<file path="config.mk">
export PLATFORM = sky130hd
export DESIGN_NAME = sgc_ctrl
export DESIGN_NICKNAME = d
export VERILOG_FILES = /design/src/design/sgc_pkg.sv /design/src/design/sgc_blink.sv /design/src/design/sgc_ctrl.sv
export SDC_FILE = /design/constraint.sdc
export NUM_CORES = 2
export LEC_CHECK = 0
export ABC_CLOCK_PERIOD_IN_PS = 5800
export BUFFER_PORTS_ARGS = -buffer_cell sky130_fd_sc_hd__buf_2
export CORE_MARGIN = 4
export CORE_UTILIZATION = 55
export CTS_BUF_LIST = sky130_fd_sc_hd__clkbuf_8
export DETAILED_ROUTE_END_ITERATION = 6
export MAX_ROUTING_LAYER = met4
export PLACE_DENSITY = 0.83
export RECOVER_POWER = 100
export SLEW_MARGIN = 40
export SYNTH_ARGS = -nofsm -noshare
export SYNTH_HDL_FRONTEND = slang
export SYNTH_HIERARCHICAL = 1
export SYNTH_SLANG_ARGS = --single-unit
</file>
<file path="constraint.sdc">
create_clock -name core_clk -period 5.8 [get_ports core_clk]
set_input_delay 0.58 -clock core_clk [delete_from_list [all_inputs] [get_ports core_clk]]
set_output_delay 0.58 -clock core_clk [all_outputs]
set_load 0.005 [all_outputs]
</file>
<file path="src/design/sgc_pkg.sv">
// Package: constants, carrier types and state records of the serial gpio controller
package sgc_pkg;
	// Chain geometry
	localparam int NP = 32;
	localparam int NB = 4;
	localparam int CW = 22;

	// Register byte offsets
	localparam logic [7:0] A_IN     = 8'h00;
	localparam logic [7:0] A_POL    = 8'h10;
	localparam logic [7:0] A_PIE    = 8'h20;
	localparam logic [7:0] A_PCFG   = 8'h24;
	localparam logic [7:0] A_PEN    = 8'ha4;
	localparam logic [7:0] A_CFG    = 8'ha8;
	localparam logic [7:0] A_CLK    = 8'hac;
	localparam logic [7:0] A_INT    = 8'hb0;
	localparam logic [7:0] A_END    = 8'hc0;

	// Chain configuration field positions
	localparam int B_BM1  = 20;
	localparam int B_BM0  = 18;
	localparam int B_BRST = 17;
	localparam int B_BIE  = 13;
	localparam int B_GDIS = 12;
	localparam int B_GAP  = 7;
	localparam int B_SS   = 6;
	localparam int B_AR   = 5;
	localparam int B_LDP  = 4;
	localparam int B_PW   = 2;
	localparam int B_ROUT = 1;
	localparam int B_RIN  = 0;

	// Reset values
	localparam logic [CW-1:0] CFG_RST  = 22'h000000;
	localparam logic [11:0]   CLK_RST  = 12'h000;
	localparam logic [31:0]   WORD_RST = 32'h00000000;

	// Output source selector codes and the blink toggle rate code
	localparam logic [2:0] SRC_LOW   = 3'h0;
	localparam logic [2:0] SRC_HIGH  = 3'h1;
	localparam logic [2:0] SRC_BL0   = 3'h2;
	localparam logic [2:0] SRC_BL1   = 3'h3;
	localparam logic [2:0] SRC_ACT0  = 3'h4;
	localparam logic [2:0] SRC_ACT1  = 3'h5;
	localparam logic [2:0] SRC_IACT0 = 3'h6;
	localparam logic [1:0] BM_TOGGLE = 2'h3;

	// Timing
	localparam int CLK_NS         = 8;
	localparam int BLINK_HALF_NS  = 25000000;
	localparam int BLINK_HALF_CYC = BLINK_HALF_NS / CLK_NS;
	localparam int GAP_STEP_NS    = 1050000;
	localparam int GAP_STEP_CYC   = GAP_STEP_NS / CLK_NS;
	localparam int DIV_MIN        = 2;

	// Bus and link carriers
	typedef struct packed {
		logic        psel;
		logic        penable;
		logic        pwrite;
		logic [7:0]  paddr;
		logic [31:0] pwdata;
	} sgc_apb_req_s;
	typedef struct packed {
		logic        pready;
		logic        pslverr;
		logic [31:0] prdata;
	} sgc_apb_rsp_s;
	typedef struct packed {
		logic sclk;
		logic sdout;
		logic load;
	} sgc_link_s;

	typedef enum logic [2:0] {
		ST_IDLE  = 3'b000,
		ST_LOAD  = 3'b001,
		ST_SHIFT = 3'b010,
		ST_DIST  = 3'b011,
		ST_GAP   = 3'b100
	} sgc_state_e;

	// Controller state
	typedef struct packed {
		sgc_state_e              state;
		logic [NB-1:0][31:0]     in_data;
		logic [NB-1:0][31:0]     pol;
		logic [NB-1:0][31:0]     irq;
		logic [31:0]             port_irq;
		logic [31:0]             port_en;
		logic [NP-1:0][11:0]     port_cfg;
		logic [CW-1:0]           cfg;
		logic [11:0]             clk_div;
		logic [11:0]             divcnt;
		logic [4:0]              port;
		logic [1:0]              bit_i;
		logic                    dir;
		logic [23:0]             gapcnt;
		logic [NP*NB-1:0]        rx;
		logic                    sin_meta;
		logic                    sin_sync;
		logic                    done;
		logic [NP-1:0]           los;
		sgc_link_s               link;
		sgc_apb_rsp_s            rsp;
	} sgc_st_s;

	// Blink generator state
	typedef struct packed {
		logic [22:0] pre;
		logic [3:0]  div;
		logic        tog;
		logic        b0;
		logic        b1;
	} sgc_bl_s;
endpackage

</file>
<file path="src/design/sgc_blink.sv">
// Blink generator: two blink phases with selectable rates and burst toggle
`timescale 1ns/1ps
module sgc_blink #(
	parameter int HALF_CYC = sgc_pkg::BLINK_HALF_CYC
) (
	// Clock and reset
	input  wire logic       core_clk,
	input  wire logic       rst_n,
	// Rate selects and control
	input  wire logic [1:0] blink_rate_zero,
	input  wire logic [1:0] blink_rate_one,
	input  wire logic       hold,
	input  wire logic       burst_done,
	// Blink phases
	output logic            blink0,
	output logic            blink1
);
	import sgc_pkg::*;

	sgc_bl_s st_r;
	sgc_bl_s st_nxt;

	// Prescaler steps each half period of the fastest rate; div bits halve it
	always_comb begin
		st_nxt = st_r;
		if (hold) begin
			st_nxt = '0;
		end else begin
			if (st_r.pre >= 23'(HALF_CYC - 1)) begin
				st_nxt.pre = 23'h000000;
				st_nxt.div = st_r.div + 4'h1;
			end else begin
				st_nxt.pre = st_r.pre + 23'h000001;
			end
			if (burst_done) begin
				st_nxt.tog = !st_r.tog;
			end
			st_nxt.b0 = st_nxt.div[blink_rate_zero];
			// rate one, code three toggles per burst
			st_nxt.b1 = (blink_rate_one == BM_TOGGLE) ? st_nxt.tog : st_nxt.div[blink_rate_one];
		end
	end

	// State register
	always_ff @(posedge core_clk or negedge rst_n) begin
		if (!rst_n) begin
			st_r <= '0;
		end else begin
			st_r <= st_nxt;
		end
	end

	assign blink0 = st_r.b0;
	assign blink1 = st_r.b1;
endmodule

</file>
<file path="src/design/sgc_ctrl.sv">
// Serial gpio controller: APB registers, burst engine, shift chain, input capture
//
// Local design decision: the APB interface to the registers.
`timescale 1ns/1ps
module sgc_ctrl #(
	parameter int BLINK_HALF = sgc_pkg::BLINK_HALF_CYC,
	parameter int GAP_STEP   = sgc_pkg::GAP_STEP_CYC
) (
	// Clock and reset
	input  wire logic                 core_clk,
	input  wire logic                 rst_n,
	// APB slave
	input  wire sgc_pkg::sgc_apb_req_s apb_req,
	output sgc_pkg::sgc_apb_rsp_s     apb_rsp,
	// Port link activity, same clock
	input  wire logic [31:0]          link_act,
	// Serial chain
	input  wire logic                 sdin,
	output sgc_pkg::sgc_link_s        link,
	// Loss of signal per port
	output logic [31:0]               los
);
	import sgc_pkg::*;

	sgc_st_s     st;
	sgc_st_s     n;
	logic [31:0] rd_val;
	logic        hit;
	logic [7:0]  poff;
	logic [4:0]  pidx;
	logic [1:0]  ri;
	logic        acc;
	logic        wr;
	logic [1:0]  w;
	logic        run;
	logic        last;
	logic        adv;
	logic        bitv;
	logic        cond;
	logic        ien;
	logic [2:0]  sel;
	logic [6:0]  nxt_pos;
	logic [11:0] div_end;
	logic [23:0] gap_cyc;
	logic        blink0;
	logic        blink1;

	// Walk helpers: ascending is port 0 bit 0 upward
	function automatic logic [6:0] walk_start(input logic asc, input logic [1:0] wd);
		logic [6:0] r;
		r = asc ? 7'h00 : {5'(NP - 1), wd};
		return r;
	endfunction

	function automatic logic [6:0] walk_step(input logic [4:0] p, input logic [1:0] b,
		input logic asc, input logic [1:0] wd);
		logic [6:0] r;
		if (asc) begin
			r = (b < wd) ? {p, b + 2'h1} : {p + 5'h01, 2'h0};
		end else begin
			r = (b != 2'h0) ? {p, b - 2'h1} : {p - 5'h01, wd};
		end
		return r;
	endfunction

	// Width may shrink mid-burst, so the ascending end tests b >= wd
	function automatic logic walk_last(input logic [4:0] p, input logic [1:0] b,
		input logic asc, input logic [1:0] wd);
		logic r;
		r = asc ? (p == 5'(NP - 1) && b >= wd) : (p == 5'h00 && b == 2'h0);
		return r;
	endfunction

	function automatic logic src_bit(input logic [2:0] s, input logic b0, input logic b1,
		input logic act);
		logic r;
		case (s)
			SRC_LOW:   r = 1'b0;
			SRC_HIGH:  r = 1'b1;
			SRC_BL0:   r = b0;
			SRC_BL1:   r = b1;
			SRC_ACT0:  r = act & b0;
			SRC_ACT1:  r = act & b1;
			SRC_IACT0: r = !(act & b0);
			default:   r = 1'b0;
		endcase
		return r;
	endfunction

	// Blink phases; burst end advances the burst toggle
	sgc_blink #(
		.HALF_CYC(BLINK_HALF)
	) u_blink (
		.core_clk       (core_clk),
		.rst_n          (rst_n),
		.blink_rate_zero(st.cfg[B_BM0 +: 2]),
		.blink_rate_one (st.cfg[B_BM1 +: 2]),
		.hold           (st.cfg[B_BRST]),
		.burst_done     (st.done),
		.blink0         (blink0),
		.blink1         (blink1)
	);

	// Gap length is (field + 1) steps
	assign gap_cyc = 24'((int'(st.cfg[B_GAP +: 5]) + 1) * GAP_STEP - 1);

	// Address decode and read mux
	always_comb begin
		poff   = apb_req.paddr - A_PCFG;
		pidx   = poff[6:2];
		ri     = apb_req.paddr[3:2];
		rd_val = WORD_RST;
		hit    = (apb_req.paddr[1:0] == 2'b00);
		if (apb_req.paddr < A_POL) begin
			// disabled port bits returned as last captured
			rd_val = st.in_data[ri];
		end else if (apb_req.paddr < A_PIE) begin
			rd_val = st.pol[ri];
		end else if (apb_req.paddr == A_PIE) begin
			rd_val = st.port_irq;
		end else if (apb_req.paddr < A_PEN) begin
			rd_val = {20'h00000, st.port_cfg[pidx]};
		end else if (apb_req.paddr == A_PEN) begin
			rd_val = st.port_en;
		end else if (apb_req.paddr == A_CFG) begin
			rd_val = {10'h000, st.cfg};
		end else if (apb_req.paddr == A_CLK) begin
			rd_val = {20'h00000, st.clk_div};
		end else if (apb_req.paddr >= A_INT && apb_req.paddr < A_END) begin
			rd_val = st.irq[ri] & st.port_en & st.port_irq & {32{st.cfg[B_BIE + int'(ri)]}};
		end else begin
			hit = 1'b0;
		end
	end

	// Next state of the whole controller
	always_comb begin
		n       = st;
		w       = st.cfg[B_PW +: 2];
		// divider below two stops the chain
		run     = st.clk_div >= 12'(DIV_MIN);
		div_end = st.clk_div - 12'h001;
		last    = walk_last(st.port, st.bit_i, st.dir, w);
		nxt_pos = walk_step(st.port, st.bit_i, st.dir, w);
		// three select bits per output bit
		sel     = st.port_cfg[st.port][3 * st.bit_i +: 3];
		bitv    = src_bit(sel, blink0, blink1, link_act[st.port]);
		// polarity zero flags a high value
		cond    = st.rx[0] ^ st.pol[st.bit_i][st.port];
		ien     = st.port_irq[st.port] & st.cfg[B_BIE + int'(st.bit_i)];
		adv     = 1'b0;
		n.done  = 1'b0;
		n.rsp.pready = 1'b0;
		// Serial input synchroniser
		n.sin_meta = sdin;
		n.sin_sync = st.sin_meta;

		// APB: answer one cycle into the access phase, write on the pready edge
		acc = apb_req.psel & apb_req.penable;
		wr  = acc & st.rsp.pready & apb_req.pwrite & hit;
		if (acc && !st.rsp.pready) begin
			n.rsp.pready  = 1'b1;
			n.rsp.prdata  = rd_val;
			n.rsp.pslverr = !hit;
		end
		if (wr) begin
			if (apb_req.paddr >= A_POL && apb_req.paddr < A_PIE) begin
				n.pol[ri] = apb_req.pwdata;
			end else if (apb_req.paddr == A_PIE) begin
				n.port_irq = apb_req.pwdata;
			end else if (apb_req.paddr >= A_PCFG && apb_req.paddr < A_PEN) begin
				n.port_cfg[pidx] = apb_req.pwdata[11:0];
			end else if (apb_req.paddr == A_PEN) begin
				n.port_en = apb_req.pwdata;
			end else if (apb_req.paddr == A_CFG) begin
				n.cfg = apb_req.pwdata[CW-1:0];
			end else if (apb_req.paddr == A_CLK) begin
				n.clk_div = apb_req.pwdata[11:0];
			end else if (apb_req.paddr >= A_INT) begin
				// Write one to clear; a set below in the same cycle wins
				n.irq[ri] = st.irq[ri] & ~apb_req.pwdata;
			end
		end

		// Burst engine
		case (st.state)
			ST_IDLE: begin
				// either start bit launches a burst
				if (run && (st.cfg[B_SS] || st.cfg[B_AR])) begin
					n.state  = ST_LOAD;
					n.divcnt = 12'h000;
				end
			end
			ST_LOAD: begin
				if (run) begin
					if (st.divcnt >= div_end) begin
						n.divcnt = 12'h000;
						n.state  = ST_SHIFT;
						n.dir = st.cfg[B_ROUT];
						{n.port, n.bit_i} = walk_start(st.cfg[B_ROUT], w);
					end else begin
						n.divcnt = st.divcnt + 12'h001;
					end
				end
			end
			ST_SHIFT: begin
				// disabled ports take no slot on the wire
				if (!st.port_en[st.port]) begin
					adv = 1'b1;
				end else if (run) begin
					n.link.sclk = st.divcnt > {1'b0, div_end[11:1]};
					if (st.divcnt == 12'h000) begin
						n.link.sdout = bitv;
					end
					if (st.divcnt >= div_end) begin
						n.rx     = {st.rx[NP*NB-2:0], st.sin_sync};
						n.divcnt = 12'h000;
						adv      = 1'b1;
					end else begin
						n.divcnt = st.divcnt + 12'h001;
					end
				end
				if (adv) begin
					{n.port, n.bit_i} = nxt_pos;
					if (last) begin
						// unload walks opposite to the received order
						n.state = ST_DIST;
						n.dir   = st.cfg[B_RIN];
						{n.port, n.bit_i} = walk_start(st.cfg[B_RIN], w);
					end
				end
			end
			ST_DIST: begin
				if (st.port_en[st.port]) begin
					// port M bit N lands in word N bit M
					n.rx = st.rx >> 1;
					n.in_data[st.bit_i][st.port] = st.rx[0];
					if (cond && ien) begin
						n.irq[st.bit_i][st.port] = 1'b1;
					end
				end
				{n.port, n.bit_i} = nxt_pos;
				if (last) begin
					n.done = 1'b1;
					// single shot clears when its burst ends
					n.cfg[B_SS] = 1'b0;
					n.divcnt    = 12'h000;
					if (st.cfg[B_AR]) begin
						n.state  = st.cfg[B_GDIS] ? ST_LOAD : ST_GAP;
						n.gapcnt = gap_cyc;
					end else begin
						n.state = ST_IDLE;
					end
				end
			end
			ST_GAP: begin
				// idle gap, then repeat while enabled
				if (st.gapcnt == 24'h000000) begin
					n.state = (run && (st.cfg[B_AR] || st.cfg[B_SS])) ? ST_LOAD : ST_IDLE;
				end else begin
					n.gapcnt = st.gapcnt - 24'h000001;
				end
			end
			default: begin
				n.state = ST_IDLE;
			end
		endcase

		// Clock rests low outside the shift phase
		if (n.state != ST_SHIFT) begin
			n.link.sclk = 1'b0;
		end
		// load strobe level follows polarity bit
		n.link.load = !((n.state == ST_LOAD) ^ st.cfg[B_LDP]);
		// loss output carries raw bit 0, polarity not applied
		n.los = n.in_data[0];
	end

	// State register; load strobe idles high for the reset polarity
	always_ff @(posedge core_clk or negedge rst_n) begin
		if (!rst_n) begin
			st           <= '0;
			st.link.load <= 1'b1;
		end else begin
			st <= n;
		end
	end

	assign apb_rsp = st.rsp;
	assign link    = st.link;
	assign los     = st.los;
endmodule

</file>
==> flow_metrics.py <==
metrics = {
    "synth": {
        "yosysMostFrequentCell": "dfrtp_1",
        "async_flop_share_pct": 100,
        "syn_area_sq_mm": 0.0618,
        "syn_inst": 5162,
        "syn_nets": 5322,
        "ys_seq_area_share_pct": 45.0,
        "synthTopCellsByCount": "dfrtp_1 (1,110), mux2_2 (729), nand2_1 (591), mux4_2 (334), clkbuf_1 (264)",
        "synth_seq_cells": 1111,
        "ys_warn_count": 6,
        "netlist.area_leader.share_pct": 44.9,
        "avgSynthCellArea_sq_um": 12.0,
        "synth_top_cell_by_area": "dfrtp_1",
        "synth-edff-count": 0,
        "yosysUniqueCellTypes": 99,
        "synthFlopType": "dfrtp_1",
        "synth_area_leaders": "dfrtp_1 (45%), mux2_2 (13%), mux4_2 (12%)",
    },
    "cts": {
        "cts.sinks": 1111,
        "cts-buffers-inserted": 183,
        "cts_tree": "built",
        "clockBufferDepth": 3,
        "root_buffer": "clkbuf_8",
        "clk_latency_ns": 0.90,
        "cts_max_level": 4,
        "cts_setup_buffers": 0,
        "clkSlewWorstSetupHoldPaths_ns": 0.07,
    },
    "place": {
        "gp_congestion": 1.04,
        "postPlaceCellArea_sq_mm": 0.0632,
        "dp_worst_setup_slack_ns": 0.632,
        "hpwlAfterDp_mm": 119,
        "port_buffers": 146,
        "place_inst": 6405,
    },
    "layout": {
        "nFillCells": 8576,
        "final_cells": 6764,
        "nNetsFinal": 5270,
        "drive_gt1_share_pct": 30.1,
        "area_growth_pct": 8.15,
        "fin_area_sq_mm": 0.0669,
    },
    "sta": {
        "fin_crit_ns": 5.61,
        "finalSetupTns_ns": 0,
        "hold_viol": 0,
        "fin_crit_sh_pct": 96.7,
        "report.final.slew_viol_count": 656,
        "setup_viol": 0,
        "whs_ns": 0.0542,
        "setup_slack_ns": 0.191,
        "maxSlewHeadroom_pct": -119,
        "final.setup_skew_ns": 0.0470,
        "worst_pin_slew_ns": 3.28,
        "fmax_ghz": 0.178,
        "rsz0062_at_grt": "no",
    },
    "global_routing": {
        "grt_max_degree": 160,
        "antenna_found_initial": 17,
        "grt-ovfl-total": 0,
        "grt_pass1_wl_mm": 281,
        "grt_pass1_vias": 46000,
        "track_usage_pct": 32.0,
    },
    "power_and_ir_drop": {
        "p_per_area_mw_per_mm2": 238,
        "p_leak_nw": 30.9,
        "peakVddDrop_v": 0.000178,
    },
    "detailed_routing": {
        "ant_nets": 0,
        "drtIter0Drc": 5783,
        "routedWlPerCell_um": 27.4,
        "wirelength_mm": 185,
        "dr.pass1.iters": 7,
        "vias_per_cell": 6.87,
        "routed-via-count": 46500,
        "drc_errors": 4,
    },
    "floorplan": {
        "chipWidth_um": 343,
        "core_area_sq_mm": 0.111,
        "die_h_um": 343,
        "ios": 147,
        "start_util_pct": 55.6,
        "num_rows": 122,
        "design.die.area_sq_mm": 0.118,
    },
    "critical_path": {
        "arrival_ns": 6.41,
        "worstSetupStartpointType": "register",
        "path_class": "register to register",
        "required_ns": 6.60,
        "crit_fanout": 61,
        "setup.worst_path.end_class": "register",
    },
    "flow_run": {
        "max_cap_violations": 14,
    },
    "run_status": {
        "run_status": "finished, violations left",
        "violations": "DRC, capacitance limit, slew limit",
    },
    "min_path": {
        "hp-class": "input port to register",
    },
}
## report_power, final
group	switching, mW	leakage, nW	internal (mW)
logic	0.573	13.9	0.230
clock network	3.36	2.22	3.85
registers	0.0667	14.8	7.81
## critical path, cell delays in order, from the launching register on
cell and delay, ns:
dfrtp_4 0.96, mux4_2 0.45, nor3_1 0.07, or4_2 0.68
a211oi_1 1.49, nand3_2 0.12, buf_4 0.39, or2_1 0.31
clkbuf_2 0.53, o221ai_1 0.44
## timing repair
action | 4_1_cts | 5_1_grt
gates resized for setup | 0 | 0
endpoints found under the hold margin | 91 | 0
hold buffers | 3 | 0
## final cells by class
class                   count  area (sq um)  area share (%)
inverters                  68           256           0.384
well taps                1488          1860            2.78
multi-input cells        3482         31400            46.9
repair buffers            264          1670            2.50
clock inverters            98           616           0.920
diodes                     17          42.5          0.0636
flip-flops and latches   1111         27800            41.6
clock buffers             236          3250            4.86
## cell usage in the layout, fill, tap and decap left out, drive strengths merged, types with 14 or more instances in the layout
| cell type | synthesis | layout |
|---|---|---|
| dfrtp | 1110 | 1110 |
| mux2 | 765 | 765 |
| nand2 | 591 | 591 |
| mux4 | 337 | 337 |
| clkbuf | 264 | 317 |
| o21ai | 208 | 208 |
| mux2i | 199 | 199 |
| buf | 237 | 179 |
| nor2 | 147 | 147 |
| nand3 | 143 | 143 |
| inv | 66 | 136 |
| o31ai | 133 | 133 |
| o221ai | 131 | 131 |
| a21oi | 91 | 91 |
| ha | 77 | 77 |
| nor2b | 55 | 55 |
| a22oi | 48 | 48 |
| nor3 | 48 | 48 |
| xnor2 | 38 | 38 |
| a22o | 36 | 36 |
| nand2b | 35 | 35 |
| a31oi | 30 | 30 |
| o22ai | 30 | 30 |
| and3 | 25 | 25 |
| nor4 | 24 | 24 |
| a211oi | 23 | 23 |
| a21o | 22 | 22 |
| o211ai | 22 | 22 |
| xor2 | 21 | 21 |
| clkinv | 2 | 21 |
| nand4 | 18 | 18 |
| diode | 0 | 17 |
| or2 | 15 | 15 |
| or3 | 14 | 14 |
## state kept, by name (all words and copies together), names as in the netlist
signal and cells:
u_blink/blink0 1, st 1011, n 1, apb_rsp 34, los 32, u_blink/st_r 28
u_blink/blink1 1, link 3
## routing by layer
| layer | track usage, % | wire length, um | up-vias |
|---|---|---|---|
| li1 | - | - | 19300 |
| met1 | 40.8 | 69000 | 23400 |
| met2 | 46.6 | 83300 | 3114 |
| met3 | 10.7 | 23300 | 686 |
| met4 | 14.6 | 9800 | 0 |
| met5 | - | 0 | - |
## kinds of logic (layout without fill, tap and decap cells)
| logic type | count (synthesis) | in the layout | synth area share [%] |
|---|---|---|---|
| AOI/OAI and AO/OA | 868 | 868 | 9.85 |
| xor gates and xnor gates | 59 | 59 | 0.836 |
| adders and majority gates | 82 | 82 | 1.72 |
| buffers and inverters | 569 | 666 | 4.44 |
| DFF | 1111 | 1111 | 45.0 |
| muxes | 1301 | 1301 | 29.4 |
| other | 1 | 18 | 0.00606 |
| and+or+nand+nor | 1171 | 1171 | 8.74 |
## path summary, 6_finish.rpt
check                             from       end  slack [ns]  cells after the start
hold reg to reg                  n[70]    st[70]        0.35                      0
max in group asynchronous        rst_n   st[482]        0.87                      5
min in group asynchronous        rst_n  st[1038]        1.21                      2
setup reg to reg               st[228]   st[751]        0.19                      9
setup / recovery               st[228]   st[751]        0.19                      9
hold / removal             apb_req[21]   st[939]        0.05                      2
## through the flow
stage                     util, %  power [mW]
after floorplan                 -        8.39
after global placement       56.7        8.79
after detailed placement     56.8        8.81
after CTS                    60.3        16.0
after global routing         60.2        16.4
final                        60.2        15.9
Power figures use the tool's default switching activity.
